[src/biu_regs.svh]
// Purpose: Timing counts, select indices and field positions of the bus interface unit
// Assumes: 100 MHz mclk, one bus half-phase per mclk cycle
// Notes:   Definitions only; included by the package
`ifndef BIU_REGS_SVH
`define BIU_REGS_SVH

// Clock and timing
`define CLK_PERIOD_NS       10
`define REFRESH_PERIOD_NS   15600
`define REFRESH_CYCLES      ((`REFRESH_PERIOD_NS + `CLK_PERIOD_NS - 1) / `CLK_PERIOD_NS)
`define REFRESH_WAIT_STATES 4'h3
`define DRAM_WAIT_STATES    4'h0
`define REF_CNT_W           11

// Chip select indices
`define NUM_CS              14
`define CS_UPPER            0
`define CS_LOWER            1
`define CS_MID0             2
`define CS_MID1             3
`define CS_MID2             4
`define CS_MID3             5
`define CS_PCS0             6
`define NUM_PCS             8

// Field layout
`define WAIT_W              4
`define ADDR_W              20
`define DATA_W              16
`define DRAM_HALF_W         9
`define KB_LSB              10
`define PCS_BASE_LSB        11
`define PCS_BLOCK_LSB       8

`endif

[src/biu_pkg.sv]
// Purpose: Types shared by the bus interface unit files
// Assumes: biu_regs.svh holds every constant
// Notes:   State record of the top module is one packed struct
`include "biu_regs.svh"
package biu_pkg;

	typedef enum logic [2:0] {
		ST_IDLE,
		ST_T1,
		ST_T2,
		ST_T3,
		ST_TW,
		ST_T4
	} bus_state_type;

	typedef logic [`ADDR_W-1:0]  addr_type;
	typedef logic [`DATA_W-1:0]  data_type;
	typedef logic [`WAIT_W-1:0]  wait_type;
	typedef logic [`NUM_CS-1:0]  cs_vec_type;

	typedef struct packed {
		bus_state_type               state;
		logic                        clk_out;
		wait_type                    wait_cnt;
		logic [`REF_CNT_W-1:0]       ref_cnt;
		logic                        ref_pend;
		logic                        cur_dram;
		logic                        cur_refresh;
		logic                        cur_write;
		logic                        cur_rdy_en;
		addr_type                    cur_addr;
		logic                        cur_bhe_n;
		cs_vec_type                  cur_hit;
		cs_vec_type                  written;
		logic                        pins_oe;
		addr_type                    addr_out;
		data_type                    ad_out;
		logic                        ad_oe;
		logic                        ale;
		logic                        read_n;
		logic                        write_n;
		logic                        bhe_n;
		logic                        hb_wr_n;
		logic                        lb_wr_n;
		logic                        ucs_n;
		logic                        lcs_n;
		logic                        mcs0_n;
		logic                        ucas_n;
		logic                        lcas_n;
		logic                        mid_memory_select_3_n_n;
		logic [`NUM_PCS-1:0]         pcs_n;
		logic                        done;
		data_type                    rdata;
		data_type                    wdata;
	} biu_state_type;

endpackage

[src/cs_decoder.sv]
// Purpose: Address decode of the six memory and eight peripheral selects
// Assumes: Config inputs are stable while a cycle is decoded
// Notes:   Purely combinational; the bus sequencer registers its answer
`timescale 1ns/1ns
module cs_decoder
(
	// Cycle being decoded
	input  wire biu_pkg::addr_type          addr,
	input  wire logic                       io_cycle,
	// Select configuration
	input  wire biu_pkg::cs_vec_type        written,
	input  wire logic [9:0]                 upper_base,
	input  wire logic [9:0]                 lower_limit,
	input  wire logic [9:0]                 mid_base,
	input  wire logic [2:0]                 mid_block_log2,
	input  wire logic [8:0]                 pcs_base,
	input  wire logic                       pcs_in_io,
	input  wire logic                       dram_low_en,
	input  wire logic                       dram_mid3_en,
	// Decode answer
	output      biu_pkg::cs_vec_type        hit,
	output      logic                       dram_hit
);
	import biu_pkg::*;
	logic [9:0] kb;
	logic [9:0] mid_off;
	logic [9:0] mid_idx;
	logic       pcs_hit;
	logic       cas_taken;

	// Memory ranges; a select never fires before its control is written
	always_comb begin
		kb        = addr[`ADDR_W-1:`KB_LSB];
		mid_off   = kb - mid_base;
		mid_idx   = mid_off >> mid_block_log2;
		cas_taken = dram_low_en | dram_mid3_en;
		hit       = '0;
		pcs_hit   = (addr[`ADDR_W-1:`PCS_BASE_LSB] == pcs_base) && (io_cycle == pcs_in_io);
		for (int i = 0; i < `NUM_PCS; i++) begin
			hit[`CS_PCS0+i] = pcs_hit && (addr[`PCS_BASE_LSB-1:`PCS_BLOCK_LSB] == i[2:0])
			                  && written[`CS_PCS0+i];
		end
		if (!io_cycle && !pcs_hit) begin
			hit[`CS_UPPER] = (kb >= upper_base) && written[`CS_UPPER];
			hit[`CS_LOWER] = (kb <= lower_limit) && !hit[`CS_UPPER] && written[`CS_LOWER];
			if (!hit[`CS_UPPER] && !hit[`CS_LOWER] && kb >= mid_base && mid_idx < 10'h004) begin
				for (int m = 0; m < 4; m++) begin
					hit[`CS_MID0+m] = (mid_idx[1:0] == m[1:0]) && written[`CS_MID0+m];
				end
			end
			// Column strobe pins are not plain selects while DRAM is fitted
			if (cas_taken) begin
				hit[`CS_MID1] = 1'b0;
				hit[`CS_MID2] = 1'b0;
			end
		end
		dram_hit = (hit[`CS_LOWER] && dram_low_en) || (hit[`CS_MID3] && dram_mid3_en);
	end

endmodule

[src/bus_interface_unit.sv]
// Purpose: External bus sequencer with byte write enables, chip selects and EDO DRAM control
// Assumes: mclk is the bus half-phase clock; system_clock_output toggles on every rising mclk edge
// Notes:   One request at a time; refresh wins over a pending CPU or DMA request
`timescale 1ns/1ns

// Notes on behaviour
// - Address bus leads multiplexed address by half cycle
// - Byte writes are OR of enable and write
// - Byte writes timed with the write strobe
// - Read strobe low during every read
// - Only 16-bit EDO DRAM, two banks maximum
// - DRAM accesses run with zero wait states
// - Row then column on odd address pins
// - All row and column strobes made internally
// - Row strobes shared with lower and mid3 selects
// - Mid1 upper column, mid2 lower column strobe
// - CAS-before-RAS refresh with three wait states
// - Single DRAM accesses only, never bursts
// - Peripheral selects beat DRAM on overlap
// - Six memory selects, eight 256-byte peripheral selects
// - Per-select bit chooses ready sensing
// - Per-select programmable wait states
// - Selects fire for CPU and DMA cycles
// - Selects float when mastered; active once written
module bus_interface_unit
(
	// Clock and reset
	input  wire logic                       mclk,
	input  wire logic                       rst_n,
	// Internal request from CPU or DMA, held until done
	input  wire logic                       req_valid,
	input  wire logic                       req_write,
	input  wire logic                       req_io,
	input  wire logic                       req_dma,
	input  wire biu_pkg::addr_type          req_addr,
	input  wire logic                       req_bhe_n,
	input  wire biu_pkg::data_type          req_wdata,
	output      logic                       req_done,
	output      biu_pkg::data_type          req_rdata,
	// Select configuration
	input  wire logic                       cfg_write,
	input  wire logic [3:0]                 cfg_index,
	input  wire logic [9:0]                 upper_base,
	input  wire logic [9:0]                 lower_limit,
	input  wire logic [9:0]                 mid_base,
	input  wire logic [2:0]                 mid_block_log2,
	input  wire logic [8:0]                 pcs_base,
	input  wire logic                       pcs_in_io,
	input  wire logic [`NUM_CS*`WAIT_W-1:0] wait_states,
	input  wire logic [`NUM_CS-1:0]         ready_enable,
	input  wire logic                       dram_low_en,
	input  wire logic                       dram_mid3_en,
	// External bus
	input  wire logic                       bus_hold,
	input  wire logic                       ready,
	input  wire biu_pkg::data_type          ad_in,
	output      biu_pkg::data_type          ad_out,
	output      logic                       ad_oe,
	output      biu_pkg::addr_type          addr_out,
	output      logic                       pins_oe,
	output      logic                       ale,
	output      logic                       system_clock_output,
	output      logic                       read_n,
	output      logic                       write_n,
	output      logic                       byte_high_enable_n,
	output      logic                       high_byte_write_n,
	output      logic                       low_byte_write_n,
	// Chip selects, floated with pins_oe
	output      logic                       upper_memory_select_n,
	output      logic                       lower_memory_select_n,
	output      logic                       mid_memory_select_0_n,
	output      logic                       upper_column_strobe_n,
	output      logic                       lower_column_strobe_n,
	output      logic                       mid_memory_select_3_n,
	output      logic [`NUM_PCS-1:0]        peripheral_select_n
);
	import biu_pkg::*;

	localparam int REFRESH_LAST = `REFRESH_CYCLES - 1;

	biu_state_type s_reg;
	biu_state_type s_next;
	cs_vec_type    dec_hit;
	logic          dec_dram;

	// Put a 9-bit DRAM half address on the odd address pins, A1 first
	function automatic addr_type dram_pins(input addr_type base, input logic [`DRAM_HALF_W-1:0] v);
		addr_type a;
		a = base;
		for (int i = 0; i < `DRAM_HALF_W; i++) begin
			a[2*i+1] = v[i];
		end
		return a;
	endfunction

	// Wait-state field of the selected region
	function automatic wait_type pick_wait(input cs_vec_type h, input logic [`NUM_CS*`WAIT_W-1:0] w);
		wait_type r;
		r = '0;
		for (int i = 0; i < `NUM_CS; i++) begin
			if (h[i]) begin
				r = w[i*`WAIT_W +: `WAIT_W];
			end
		end
		return r;
	endfunction

	// Decode of the incoming request address
	cs_decoder u_dec (
		.addr           (req_addr),
		.io_cycle       (req_io),
		.written        (s_reg.written),
		.upper_base     (upper_base),
		.lower_limit    (lower_limit),
		.mid_base       (mid_base),
		.mid_block_log2 (mid_block_log2),
		.pcs_base       (pcs_base),
		.pcs_in_io      (pcs_in_io),
		.dram_low_en    (dram_low_en),
		.dram_mid3_en   (dram_mid3_en),
		.hit            (dec_hit),
		.dram_hit       (dec_dram)
	);

	////////////////////////////////////////////////////////////////////////////////
	// Bus sequencer; each T-state spans two mclk cycles, one system_clock_output period
	always_comb begin
		logic phase_end;
		logic ref_wrap;
		logic start_ref;
		logic last_wait;
		logic [17:0] waddr;
		s_next    = s_reg;
		phase_end = s_reg.clk_out;
		ref_wrap  = (s_reg.ref_cnt == REFRESH_LAST[`REF_CNT_W-1:0]);
		start_ref = 1'b0;
		last_wait = (s_reg.wait_cnt == 4'h0) && !(s_reg.cur_rdy_en && !ready);
		waddr     = s_reg.cur_addr[18:1];

		s_next.clk_out = ~s_reg.clk_out;
		s_next.done    = 1'b0;
		s_next.ale     = 1'b0;

		// Configuration write activates a select; reading never does
		if (cfg_write && cfg_index < 4'hE) begin
			s_next.written[cfg_index] = 1'b1;
		end

		// Refresh timer; a new request sticks even in the cycle one is taken
		s_next.ref_cnt = ref_wrap ? '0 : s_reg.ref_cnt + 1'b1;

		unique case (s_reg.state)
			ST_IDLE: begin
				s_next.pins_oe = !bus_hold;
				if (phase_end && !bus_hold) begin
					if (s_reg.ref_pend) begin
						start_ref            = 1'b1;
						s_next.state         = ST_T1;
						s_next.cur_refresh   = 1'b1;
						s_next.cur_dram      = 1'b1;
						s_next.cur_write     = 1'b0;
						s_next.cur_rdy_en    = 1'b0;
						s_next.wait_cnt      = `REFRESH_WAIT_STATES;
					end else if (req_valid) begin
						// Same path for CPU and DMA cycles
						s_next.state         = ST_T1;
						s_next.cur_refresh   = 1'b0;
						s_next.cur_dram      = dec_dram;
						s_next.cur_write     = req_write;
						s_next.cur_addr      = req_addr;
						s_next.cur_bhe_n     = req_bhe_n;
						s_next.cur_hit       = dec_hit;
						s_next.wdata         = req_wdata;
						s_next.bhe_n         = req_bhe_n;
						// DRAM at 40 ns ignores programmed waits and ready
						s_next.wait_cnt      = dec_dram ? `DRAM_WAIT_STATES : pick_wait(dec_hit, wait_states);
						s_next.cur_rdy_en    = dec_dram ? 1'b0 : |(dec_hit & ready_enable);
						// Address bus valid at T1 entry, before the AD address
						s_next.addr_out      = dec_dram ? dram_pins(req_addr, req_addr[18:10]) : req_addr;
						s_next.ucs_n         = !dec_hit[`CS_UPPER];
						s_next.lcs_n         = !(dec_hit[`CS_LOWER] && !dec_dram);
						s_next.mcs0_n        = !dec_hit[`CS_MID0];
						s_next.ucas_n        = !dec_hit[`CS_MID1];
						s_next.lcas_n        = !dec_hit[`CS_MID2];
						s_next.mid_memory_select_3_n_n        = !(dec_hit[`CS_MID3] && !dec_dram);
						s_next.pcs_n         = ~dec_hit[`CS_PCS0 +: `NUM_PCS];
					end
				end
			end
			ST_T1: begin
				if (!phase_end) begin
					// Second half of T1: address onto AD, half a cycle after the A bus
					s_next.ad_out = s_reg.cur_addr[`DATA_W-1:0];
					s_next.ad_oe  = 1'b1;
					s_next.ale    = 1'b1;
				end else begin
					s_next.state = ST_T2;
					if (s_reg.cur_refresh) begin
						// CAS before RAS on both bytes
						s_next.ucas_n = 1'b0;
						s_next.lcas_n = 1'b0;
						s_next.ad_oe  = 1'b0;
					end else begin
						s_next.ad_out  = s_reg.wdata;
						s_next.ad_oe   = s_reg.cur_write;
						s_next.read_n  = s_reg.cur_write;
						s_next.write_n = !s_reg.cur_write;
						if (s_reg.cur_dram) begin
							// Row strobe on the bank's shared select pin
							s_next.lcs_n  = !s_reg.cur_hit[`CS_LOWER];
							s_next.mid_memory_select_3_n_n = !s_reg.cur_hit[`CS_MID3];
						end
					end
				end
			end
			ST_T2: begin
				if (phase_end) begin
					s_next.state = ST_T3;
					if (s_reg.cur_refresh) begin
						s_next.lcs_n  = !dram_low_en;
						s_next.mid_memory_select_3_n_n = !dram_mid3_en;
					end else if (s_reg.cur_dram) begin
						s_next.addr_out = dram_pins(s_reg.addr_out, waddr[8:0]);
						s_next.ucas_n   = s_reg.cur_bhe_n;
						s_next.lcas_n   = s_reg.cur_addr[0];
					end
				end
			end
			ST_T3, ST_TW: begin
				if (phase_end) begin
					if (s_reg.wait_cnt != 4'h0) begin
						s_next.state    = ST_TW;
						s_next.wait_cnt = s_reg.wait_cnt - 4'h1;
					end else if (!last_wait) begin
						s_next.state = ST_TW;
					end else begin
						s_next.state = ST_T4;
						s_next.rdata = ad_in;
						s_next.done  = !s_reg.cur_refresh;
						// Single access: every strobe ends here, no burst follows
						s_next.read_n  = 1'b1;
						s_next.write_n = 1'b1;
						s_next.ad_oe   = 1'b0;
						s_next.ucs_n   = 1'b1;
						s_next.lcs_n   = 1'b1;
						s_next.mcs0_n  = 1'b1;
						s_next.ucas_n  = 1'b1;
						s_next.lcas_n  = 1'b1;
						s_next.mid_memory_select_3_n_n  = 1'b1;
						s_next.pcs_n   = '1;
					end
				end
			end
			ST_T4: begin
				if (phase_end) begin
					s_next.state       = ST_IDLE;
					s_next.cur_refresh = 1'b0;
					s_next.bhe_n       = 1'b1;
				end
			end
		endcase

		// Refresh request survives a same-cycle take
		s_next.ref_pend = (ref_wrap && (dram_low_en || dram_mid3_en)) || (s_reg.ref_pend && !start_ref);

		// Byte writes registered with the write strobe, from the next strobes
		s_next.hb_wr_n = s_next.bhe_n | s_next.write_n;
		s_next.lb_wr_n = s_next.cur_addr[0] | s_next.write_n;
		if (s_next.cur_refresh) begin
			s_next.hb_wr_n = 1'b1;
			s_next.lb_wr_n = 1'b1;
		end
	end

	////////////////////////////////////////////////////////////////////////////////
	// State register
	always_ff @(posedge mclk) begin
		if (!rst_n) begin
			s_reg          <= '0;
			s_reg.state    <= ST_IDLE;
			s_reg.read_n   <= 1'b1;
			s_reg.write_n  <= 1'b1;
			s_reg.bhe_n    <= 1'b1;
			s_reg.hb_wr_n  <= 1'b1;
			s_reg.lb_wr_n  <= 1'b1;
			s_reg.ucs_n    <= 1'b1;
			s_reg.lcs_n    <= 1'b1;
			s_reg.mcs0_n   <= 1'b1;
			s_reg.ucas_n   <= 1'b1;
			s_reg.lcas_n   <= 1'b1;
			s_reg.mid_memory_select_3_n_n   <= 1'b1;
			s_reg.pcs_n    <= '1;
			s_reg.cur_bhe_n <= 1'b1;
		end else begin
			s_reg <= s_next;
		end
	end

	////////////////////////////////////////////////////////////////////////////////
	// Outputs straight from the state register
	assign req_done              = s_reg.done;
	assign req_rdata             = s_reg.rdata;
	assign ad_out                = s_reg.ad_out;
	assign ad_oe                 = s_reg.ad_oe;
	assign addr_out              = s_reg.addr_out;
	assign pins_oe               = s_reg.pins_oe;
	assign ale                   = s_reg.ale;
	assign system_clock_output   = s_reg.clk_out;
	assign read_n                = s_reg.read_n;
	assign write_n               = s_reg.write_n;
	assign byte_high_enable_n    = s_reg.bhe_n;
	assign high_byte_write_n     = s_reg.hb_wr_n;
	assign low_byte_write_n      = s_reg.lb_wr_n;
	assign upper_memory_select_n = s_reg.ucs_n;
	assign lower_memory_select_n = s_reg.lcs_n;
	assign mid_memory_select_0_n = s_reg.mcs0_n;
	assign upper_column_strobe_n = s_reg.ucas_n;
	assign lower_column_strobe_n = s_reg.lcas_n;
	assign mid_memory_select_3_n = s_reg.mid_memory_select_3_n_n;
	assign peripheral_select_n   = s_reg.pcs_n;

endmodule

[config.mk]
export PLATFORM = sky130hd
export DESIGN_NAME = bus_interface_unit
export DESIGN_NICKNAME = d
export VERILOG_FILES = /design/src/biu_pkg.sv /design/src/cs_decoder.sv /design/src/bus_interface_unit.sv
export VERILOG_INCLUDE_DIRS = /design/src
export SDC_FILE = /design/constraint.sdc
export NUM_CORES = 1
export LEC_CHECK = 0
export BUFFER_PORTS_ARGS = -buffer_cell sky130_fd_sc_hd__buf_2
export CORE_MARGIN = 3
export CORE_UTILIZATION = 40
export DETAILED_ROUTE_END_ITERATION = 7
export PLACE_DENSITY = 0.67
export SYNTH_ARGS = -nofsm -noshare
export SYNTH_HDL_FRONTEND = slang
export SYNTH_SLANG_ARGS = --single-unit
[constraint.sdc]
create_clock -name mclk -period 4.4 [get_ports mclk]
set_input_delay 1.1 -clock mclk [delete_from_list [all_inputs] [get_ports mclk]]
set_output_delay 1.1 -clock mclk [all_outputs]
set_load 0.02 [all_outputs]
## After elaboration in Yosys (flattened, before gate mapping)

Index checks and enable logic that the tools add are counted.

- Bits in registers: 164
- Word-level logic and storage cells: 285
- Output and inout port bits: 76

- Reduce and logical (&&, ||, !) cells: 92
- Mux-type cells: 98
- Equal/unequal tests: 36
- Add/subtract/negate cells: 3
- Shift-type cells: 1
- Order comparisons: 7
- Bitwise operators: 13

Operator list:

| operator | count |
|---|---|
| $mux W20 | 5 |
| $mux W31 | 3 |
| $mux W4 | 22 |
| $mux W14 | 3 |
| $pmux W20 S2 | 1 |
| $logic_and A1 B1 Y1 | 39 |
| $mux W39 | 1 |
| $mux W38 | 1 |
| $mux W18 | 2 |
| $mux W35 | 1 |
| $ne A2 B2 Y1 const B | 17 |
| $mux W16 | 2 |
| $mux W3 | 10 |
| $mux W1 | 24 |
| $reduce_and A12 Y1 | 2 |
| $logic_not A1 Y1 | 21 |
| $ge A10 B10 Y1 | 2 |
| $eq A3 B3 Y1 const B | 6 |
| $mux W2 | 9 |
| $mux W17 | 1 |
| $pmux W8 S2 | 1 |
| $pmux W3 S5 | 1 |
| $and A14 B14 Y14 | 1 |
| $or A14 B14 Y14 | 1 |
| 42 further kinds | 74 |

## Depth between registers and ports, before layout

Gate-level depths: netlist (run 1).

- Word-level depth: 31
- Mapped depth: 15
- Mapped depth without buffers: 13

## Cells and area by module

Synthesis (run 1) repeated with hierarchy kept, for this count alone.

- Cell total of the unflattened synthesis: 1,178
- Area total of the unflattened synthesis: 9,434.0 um^2

Modules (own cells, without submodules):

| module | area an instance (um^2) | times used | sequential area each (um^2) | cells each |
|---|---|---|---|---|
| bus_interface_unit | 7,708.6 | 1 | 2,962.8 | 928 |
| cs_decoder | 1,725.4 | 1 | 0.0 | 250 |

## Worst setup path after synthesis (run 1)

Ideal clock, no wire load.

- Path kind: in2reg
- Start: input req_addr[10]
- End: register s_reg, in the netlist lower_column_strobe_n
- Setup slack: -0.158 ns
- Path buffers: 2
- Stages on the path: 15
- Data required time: 4.280 ns
- Arrival: 4.438 ns
- Path through: clkbuf_1 > inv_1 > ha_1 > fa_1 > nand2b_1 > a21boi_2 > o21ai_0 > and2_1 > a2111oi_4 > mux2i_1 > or4_1 > buf_2 > o21ai_1 > a21oi_1 > a211o_1

- Longest elaborated chain between the ends: 17
- Elaborated cells between the ends (all ways): 24

Ends and longest elaborated chain:

| item | RTL line | source |
|---|---|---|
| start: declaration | bus_interface_unit.sv:35 | `input wire biu_pkg::addr_type req_addr,` |
| branches (longest 9 deep; another with $sub A10 B10 Y10) | n/a |  |
| $mux W4 (*) | cs_decoder.sv:46 | `` if (!hit[`CS_UPPER] && !hit[`CS_LOWER] && kb >= mid_base && mid_idx < 10'h004) begin `` |
| $mux W2 (*) | cs_decoder.sv:52 | `if (cas_taken) begin` |
| $mux W6 (*) | cs_decoder.sv:43 | `if (!io_cycle && !pcs_hit) begin` |
| $logic_not A1 Y1 (*) | bus_interface_unit.sv:184 | `` s_next.lcas_n = !dec_hit[`CS_MID2]; `` |
| $mux W14 (*) | bus_interface_unit.sv:164 | `end else if (req_valid) begin` |
| $mux W14 (*) | bus_interface_unit.sv:156 | `if (s_reg.ref_pend) begin` |
| $mux W14 (*) | bus_interface_unit.sv:155 | `if (phase_end && !bus_hold) begin` |
| $pmux W3 S4 (*) | bus_interface_unit.sv:152 | `unique case (s_reg.state)` |
| end signal: assignment | bus_interface_unit.sv:295 | `s_reg <= s_next;` |
| end: declaration | bus_interface_unit.sv:81 | `biu_state_type s_reg;` |

Mark *: on every way between the ends. The select of a mux whose other input is x is not followed.
A chain may end at the register's enable or synchronous reset.

## Worst setup path in the final report (run 1)

- Start: input req_addr[10]
- End: register s_reg[156] (netlist bit)

- Longest elaborated chain between the ends: 28
- Elaborated cells between the ends (all ways): 71

Ends and longest elaborated chain:

| item | RTL line | source |
|---|---|---|
| branches (longest 23 deep; another with $sub A10 B10 Y10) | n/a |  |
| $mux W4 (*) | bus_interface_unit.sv:176 | `` s_next.wait_cnt = dec_dram ? `DRAM_WAIT_STATES : pick_wait(dec_hit, wait_states); `` |
| $mux W4 (*) | bus_interface_unit.sv:164 |  |
| $mux W4 (*) | bus_interface_unit.sv:156 |  |
| $mux W4 (*) | bus_interface_unit.sv:155 |  |
| $pmux W4 S2 (*) | bus_interface_unit.sv:152 |  |

Marked as above.

==> results by group, run 1 <==
Routing
  – Vias: 8719
  – Routed WL: 28.2 mm
  – 1st-pass router iterations: 6
  – Via density: 5.33
  – Drt initial violations: 803
  – WL per Instance: 17.2 um
  – Drt drc: 0
  – Antenna viol nets, final: 0

Critical path
  – Crit Path Category: in -> reg
  – Crit path DAT: 4.52 ns
  – CP top delay family: compound AO/OA/AOI/OAI gates
  – Critical Path Most Common Cell: a21oi_1
  – Critical Path RT: 4.77 ns
  – Register-to-register setup slack: 1.34 ns
  – CP bufs+invs: 4
  – CP peak stage delay: 0.54 ns
  – Critical path cell sequence: buf_2 > inv_1 > ha_1 > fa_1 > nand2b_1 > a21oi_1 > xor2_1 > a2111oi_0 > a311o_1 > nand4_1 > buf_4 > nor3_1 > buf_4 > a21oi_1 > a21oi_1 > o21a_1
  – Critical Path Sink Type: flip-flop
  – Crit-path slowest cell: a2111oi_0
  – Worst Setup Start Kind: primary input
  – Peak fanout along the critical path: 9

Clocking
  – Cts hold-fix bufs: 0
  – H-tree depth: 4
  – CTS sink count: 148
  – Worst-Skew Late Latency: 0.43 ns
  – CTS tree: yes
  – Root buffer cell: clkbuf_16
  – Cts bufs inserted: 17
  – CTS clk-pin slew, worst paths: 0.06 ns
  – Max clock buf depth: 2

Finish
  – Final non-filler cell area: 10700 sq um
  – Filler instances: 2095
  – FF/Latch Area: 2960 sq um
  – Most common cell after layout, fill and taps aside: buf_2
  – Share of cells above drive strength 1: 0.272
  – Final core utilization: 0.507
  – Area added between synthesis and finish: 24.0%
  – Fin nets: 1562
  – Antenna diodes: 0
  – Most frequent cells in the layout: 255 x buf_2, 173 x nand2_1, 147 x dfxtp_1
  – Max reg flops: 72
  – Area occupied by multi-input gates: 4820 sq um

Yosys
  – Syn avg cell area: 7.63 sq um
  – Synth Instances: 1129
  – Synthesized area: 8620 sq um
  – Number of synthesized register bits: 148
  – Dominant cells by area after synthesis: dfxtp_1 34%, nand2_1 7.5%, a21oi_1 6.9%
  – Syn nets: 1343
  – Yosys top cell area share: 0.344
  – Synth Warn #: 0
  – Yosys top cell by area: dfxtp_1
  – Post-synthesis cell type count: 70
  – Predominant post-synthesis flop cell: dfxtp_1
  – Sequential share of the synthesized area: 0.344
  – Number of synthesized flops with an enable pin: 0
  – Post-synth ARST share: 0

STA
  – Hold Slack: 0.448 ns
  – Final setup violating endpoints: 0
  – Worst-margin pin slew: 1.13 ns
  – Max Fclk: 241 MHz
  – Skew final: 0.0169 ns
  – Period utilization: 0.944
  – Slew Viols, Final: 0
  – Worst relative slew slack: 0.246
  – Hold Fails Final Rpt: 0
  – Final min period: 4.15 ns
  – RSZ-0062 raised after global routing: no

Placement
  – Placer Congestion: 0.944
  – # port buffers: 255
  – Post-DP HPWL: 21.6 mm
  – DP Area: 10100 sq um

Pwr
  – P_leak: 4.74 nW
  – Sw Pwr: 0.937 mW
  – Flop pwr share: 0.407
  – Clk network pwr share: 0.438
  – Internal power: 2.48 mW
  – Max VDD drop: 203 uV
  – Pwr dens: 319 nW/um^2
  – Power share of the combinational group: 0.155
  – Switching part of the total power: 0.274

Global route
  – Initial antenna violation count: 2
  – Residual overflow from global routing: 0
  – Vias in the first global route: 8396
  – Largest net degree at the start of global routing: 76
  – First-pass GRT wire length: 44.3 mm
  – GRT Total Usage: 0.234

Floorplanning
  – Core Region: 21100 sq um
  – Starting density of the core: 0.409
  – DIE WIDTH: 153 um
  – Chip height: 153 um
  – Die footprint: 23300 sq um
  – Top Ports: 257
  – Rows: 53

Worst hold path
  – Min-delay worst type: reg -> reg

Outcome
  – Outcome: completed

Flow run
  – Total of max-cap violations: 0
[power groups by stage]
stage          registers [mW]  clock network, mW  logic (mW)
2_1_floorplan            1.42                  0       0.297
3_3_place_gp             1.42                  0       0.520
3_5_place_dp             1.42                  0       0.525
4_1_cts                  1.39               1.51       0.527
5_1_grt                  1.39               1.57       0.586
6_report                 1.39               1.50       0.529
[what timing repair did]
item                       CTS  global route
setup endpoints to repair    0             8
hold endpoints to repair     0             0
buffers inserted             0             0
gates resized for setup      0             2
[final cells by class]
cell class	count	share of cell area
Multi-Input combinational cell	811	0.451
Sequential cell	148	0.277
Timing Repair Buffer	317	0.164
Clock buffer	20	0.0427
Tap cell	275	0.0322
Inverter	53	0.0187
Clock inverter	12	0.0135
[path summary, 6_finish.rpt]
check        cells after the start    startpoint                     to
max                             16  req_addr[10]             s_reg[156]
min                              1   addr_out[9]            addr_out[9]
max reg2reg                      8    s_reg[163]  mid_memory_select_0_n
min reg2reg                      1   addr_out[9]            addr_out[9]
[kinds of logic after synthesis]
group                      count (synthesis)  share of synthesized area
and+or+nand+nor                          420                      0.222
AOI/OAI and AO/OA                        306                      0.228
buffers and inverters                    170                      0.101
DFF                                      148                      0.344
adders and majority gates                 33                     0.0488
muxes                                     29                     0.0337
xor gates and xnor gates                  23                     0.0234
[synth_stat cells (all sizes together) (4+ instances only)]
| cell | n |
|---|---|
| nor4 | 8 |
| o211a | 4 |
| nand4 | 15 |
| a211oi | 24 |
| buf | 67 |
| nand3 | 30 |
| dfxtp | 148 |
| inv | 51 |
| nor2b | 11 |
| nand2b | 8 |
| a21o | 16 |
| a21boi | 6 |
| mux2i | 29 |
| nor3b | 7 |
| a21oi | 118 |
| o211ai | 6 |
| a2111oi | 4 |
| clkbuf | 50 |
| o21a | 5 |
| o221ai | 7 |
| and2 | 6 |
| nand3b | 5 |
| xnor2 | 15 |
| or3 | 6 |
| a211o | 5 |
| ha | 32 |
| nor2 | 109 |
| a22oi | 8 |
| nand2 | 173 |
| o21ai | 59 |
| a221oi | 9 |
| nor3 | 19 |
| and3 | 10 |
| and4 | 6 |
| a31oi | 7 |
| xor2 | 8 |
[worst register-to-register path, cell delays in order, from the launching register on]
cell and delay [ns]:
dfxtp_1 0.64, clkinv_1 0.40, nand3_1 0.25, nand2_1 0.30, a22oi_1 0.29, nand2_1 0.08
a21oi_1 0.65, o211a_1 0.26, o21ai_0 0.06
[per-stage QoR]
step,cells,setup slack (ns),total power [mW],TNS [ns]
detailed placement,1604,-0.244,1.94,-3.13
CTS,1636,0.199,3.43,0
global route,1636,0.0186,3.55,0
global placement,1604,-0.240,1.94,-2.47
floorplan,1129,0.00487,1.71,0
finish,1636,0.247,3.41,0
[metal layers]
layer	GRT usage	share of wire	vias up	routed length [um]
met5	0	0.00075	-	21
met4	0.0759	0.022	4	620
met3	0.0471	0.062	45	1740
met2	0.388	0.47	312	13300
met1	0.308	0.44	4002	12500
li1	-	-	4356	-
Power figures use the tool's default switching activity.
==> run 2, diff against run 1 <==
CORE_ASPECT_RATIO = 1.4   (was not set)
CORE_MARGIN = 5   (was 3)
CORE_UTILIZATION = 47   (was 40)
PLACE_DENSITY = 0.77   (was 0.67)
==> run 2 against run 1 <==
Power shrank 2.1%. Sequential cell count is the same. Worst hold slack better by 0.0032 ns. Combinational power is 4% lower. Critical path depth decreased by 1. First-iteration DRC count down 26%. Global-route usage is 1.2 points higher.
==> results by group, run 2 (synthesis results as in run 1) <==
Global route
  – First-pass GRT wire length: 42.5 mm
  – Residual overflow from global routing: 0
  – Initial antenna violation count: 1
  – GRT Total Usage: 0.246
  – Vias in the first global route: 8485
  – Largest net degree at the start of global routing: 105

Clocking
  – Max clock buf depth: 2
  – Post-CTS setup buffer count: 0
  – # resized after CTS: 0
  – Cts hold-fix bufs: 0
  – Worst-Skew Late Latency: 0.43 ns
  – Root buffer cell: clkbuf_16
  – H-tree depth: 4
  – CTS clk-pin slew, worst paths: 0.07 ns
  – CTS tree: yes
  – CTS sink count: 148
  – Cts bufs inserted: 17

Floorplanning
  – Starting density of the core: 0.479
  – Chip height: 170 um
  – Core Region: 18000 sq um
  – DIE WIDTH: 124 um
  – Die footprint: 21200 sq um
  – Top Ports: 257
  – Rows: 58

Finish
  – Share of cells above drive strength 1: 0.265
  – Most frequent cells in the layout: 255 x buf_2, 173 x nand2_1, 148 x dfxtp_1
  – Most common cell after layout, fill and taps aside: buf_2
  – Final non-filler cell area: 10500 sq um
  – Fin nets: 1550
  – Area added between synthesis and finish: 22.3%
  – Max reg flops: 72

STA
  – Final setup violating endpoints: 0
  – RSZ-0062 raised after global routing: no
  – Worst-margin pin slew: 1.11 ns
  – Period utilization: 0.932
  – Hold Fails Final Rpt: 0
  – Worst relative slew slack: 0.258
  – Final min period: 4.10 ns
  – Slew Viols, Final: 0
  – Max Fclk: 244 MHz
  – Skew final: 0.0116 ns

Worst hold path
  – Min-delay worst type: reg -> reg

Placement
  – Post-DP HPWL: 21.3 mm
  – DP Area: 9950 sq um
  – # port buffers: 255
  – Placer Congestion: 0.939

Routing
  – WL per Instance: 17.2 um
  – Via density: 5.59
  – Drt drc: 0
  – Drt initial violations: 598
  – Routed WL: 27.4 mm
  – Vias: 8886
  – 1st-pass router iterations: 5
  – Antenna viol nets, final: 0

Critical path
  – Peak fanout along the critical path: 8
  – Critical Path Sink Type: flip-flop
  – Crit path DAT: 4.36 ns
  – Worst Setup Start Kind: primary input
  – Critical Path RT: 4.66 ns
  – Crit Path Category: in -> reg

Flow run
  – Total of max-cap violations: 0

Pwr
  – Pwr dens: 317 nW/um^2
  – Final Power: 3.34 mW
  – Max VDD drop: 273 uV
  – P_leak: 4.69 nW

Outcome
  – Outcome: completed
==> run 2: where the power goes <==
group          internal (mW)  switching (mW)
clock                  0.807           0.635
sequential              1.37          0.0220
combinational          0.224           0.285
total                   2.40           0.942
==> run 2: through the flow <==
step | setup TNS (ns) | setup WS, ns | std cells | util | hold slack [ns]
final | 0 | 0.301 | 1590 | 0.586 | 0.451
after global routing | 0 | 0.0390 | 1590 | 0.586 | 0.463
after CTS | 0 | 0.311 | 1589 | 0.586 | 0.452
after detailed placement | -0.333 | -0.115 | 1557 | 0.553 | 0.436
after global placement | -0.216 | -0.0905 | 1557 | 0.553 | 0.430
after floorplan | 0 | 0.00487 | 1129 | - | 0.418
==> run 2: routing by layer <==
layer  GRT usage  vias to the layer above  wire length, um
met5           0                        -                0
met4       0.116                        0             1190
met3      0.0556                       72             1700
met2       0.443                      366            14000
met1       0.276                     4120            10500
li1            -                     4328                -
==> run 2: area by class of cell <==
cell class	count	area [sq um]
Fill cell	1703	7450
Inverter	53	200
Multi-Input combinational cell	811	4810
Sequential cell	148	2960
Clock inverter	15	164
Clock buffer	17	425
Tap cell	240	300
Timing Repair Buffer	305	1680
Antenna cell	1	2.50
==> run 2: path summary, 6_finish.rpt <==
path | slack (ns) | end | startpoint | cells past startpoint
setup reg to reg | 1.25 | mid_memory_select_0_n | s_reg[163] | 8
setup / recovery | 0.30 | s_reg[158] | req_addr[10] | 15
hold / removal | 0.45 | addr_out[15] | addr_out[15] | 1
hold reg to reg | 0.45 | addr_out[15] | addr_out[15] | 1
==> run 2: worst max-delay path: stages <==
cell	delay [ns]
buf_2	0.09
inv_1	0.06
ha_1	0.22
fa_1	0.38
nand2b_1	0.20
a21boi_2	0.22
o21ai_0	0.14
and2_1	0.18
a2111oi_4	0.43
mux2i_2	0.16
or4_1	0.53
buf_4	0.19
o221a_2	0.24
o211ai_1	0.12
a21oi_1	0.09
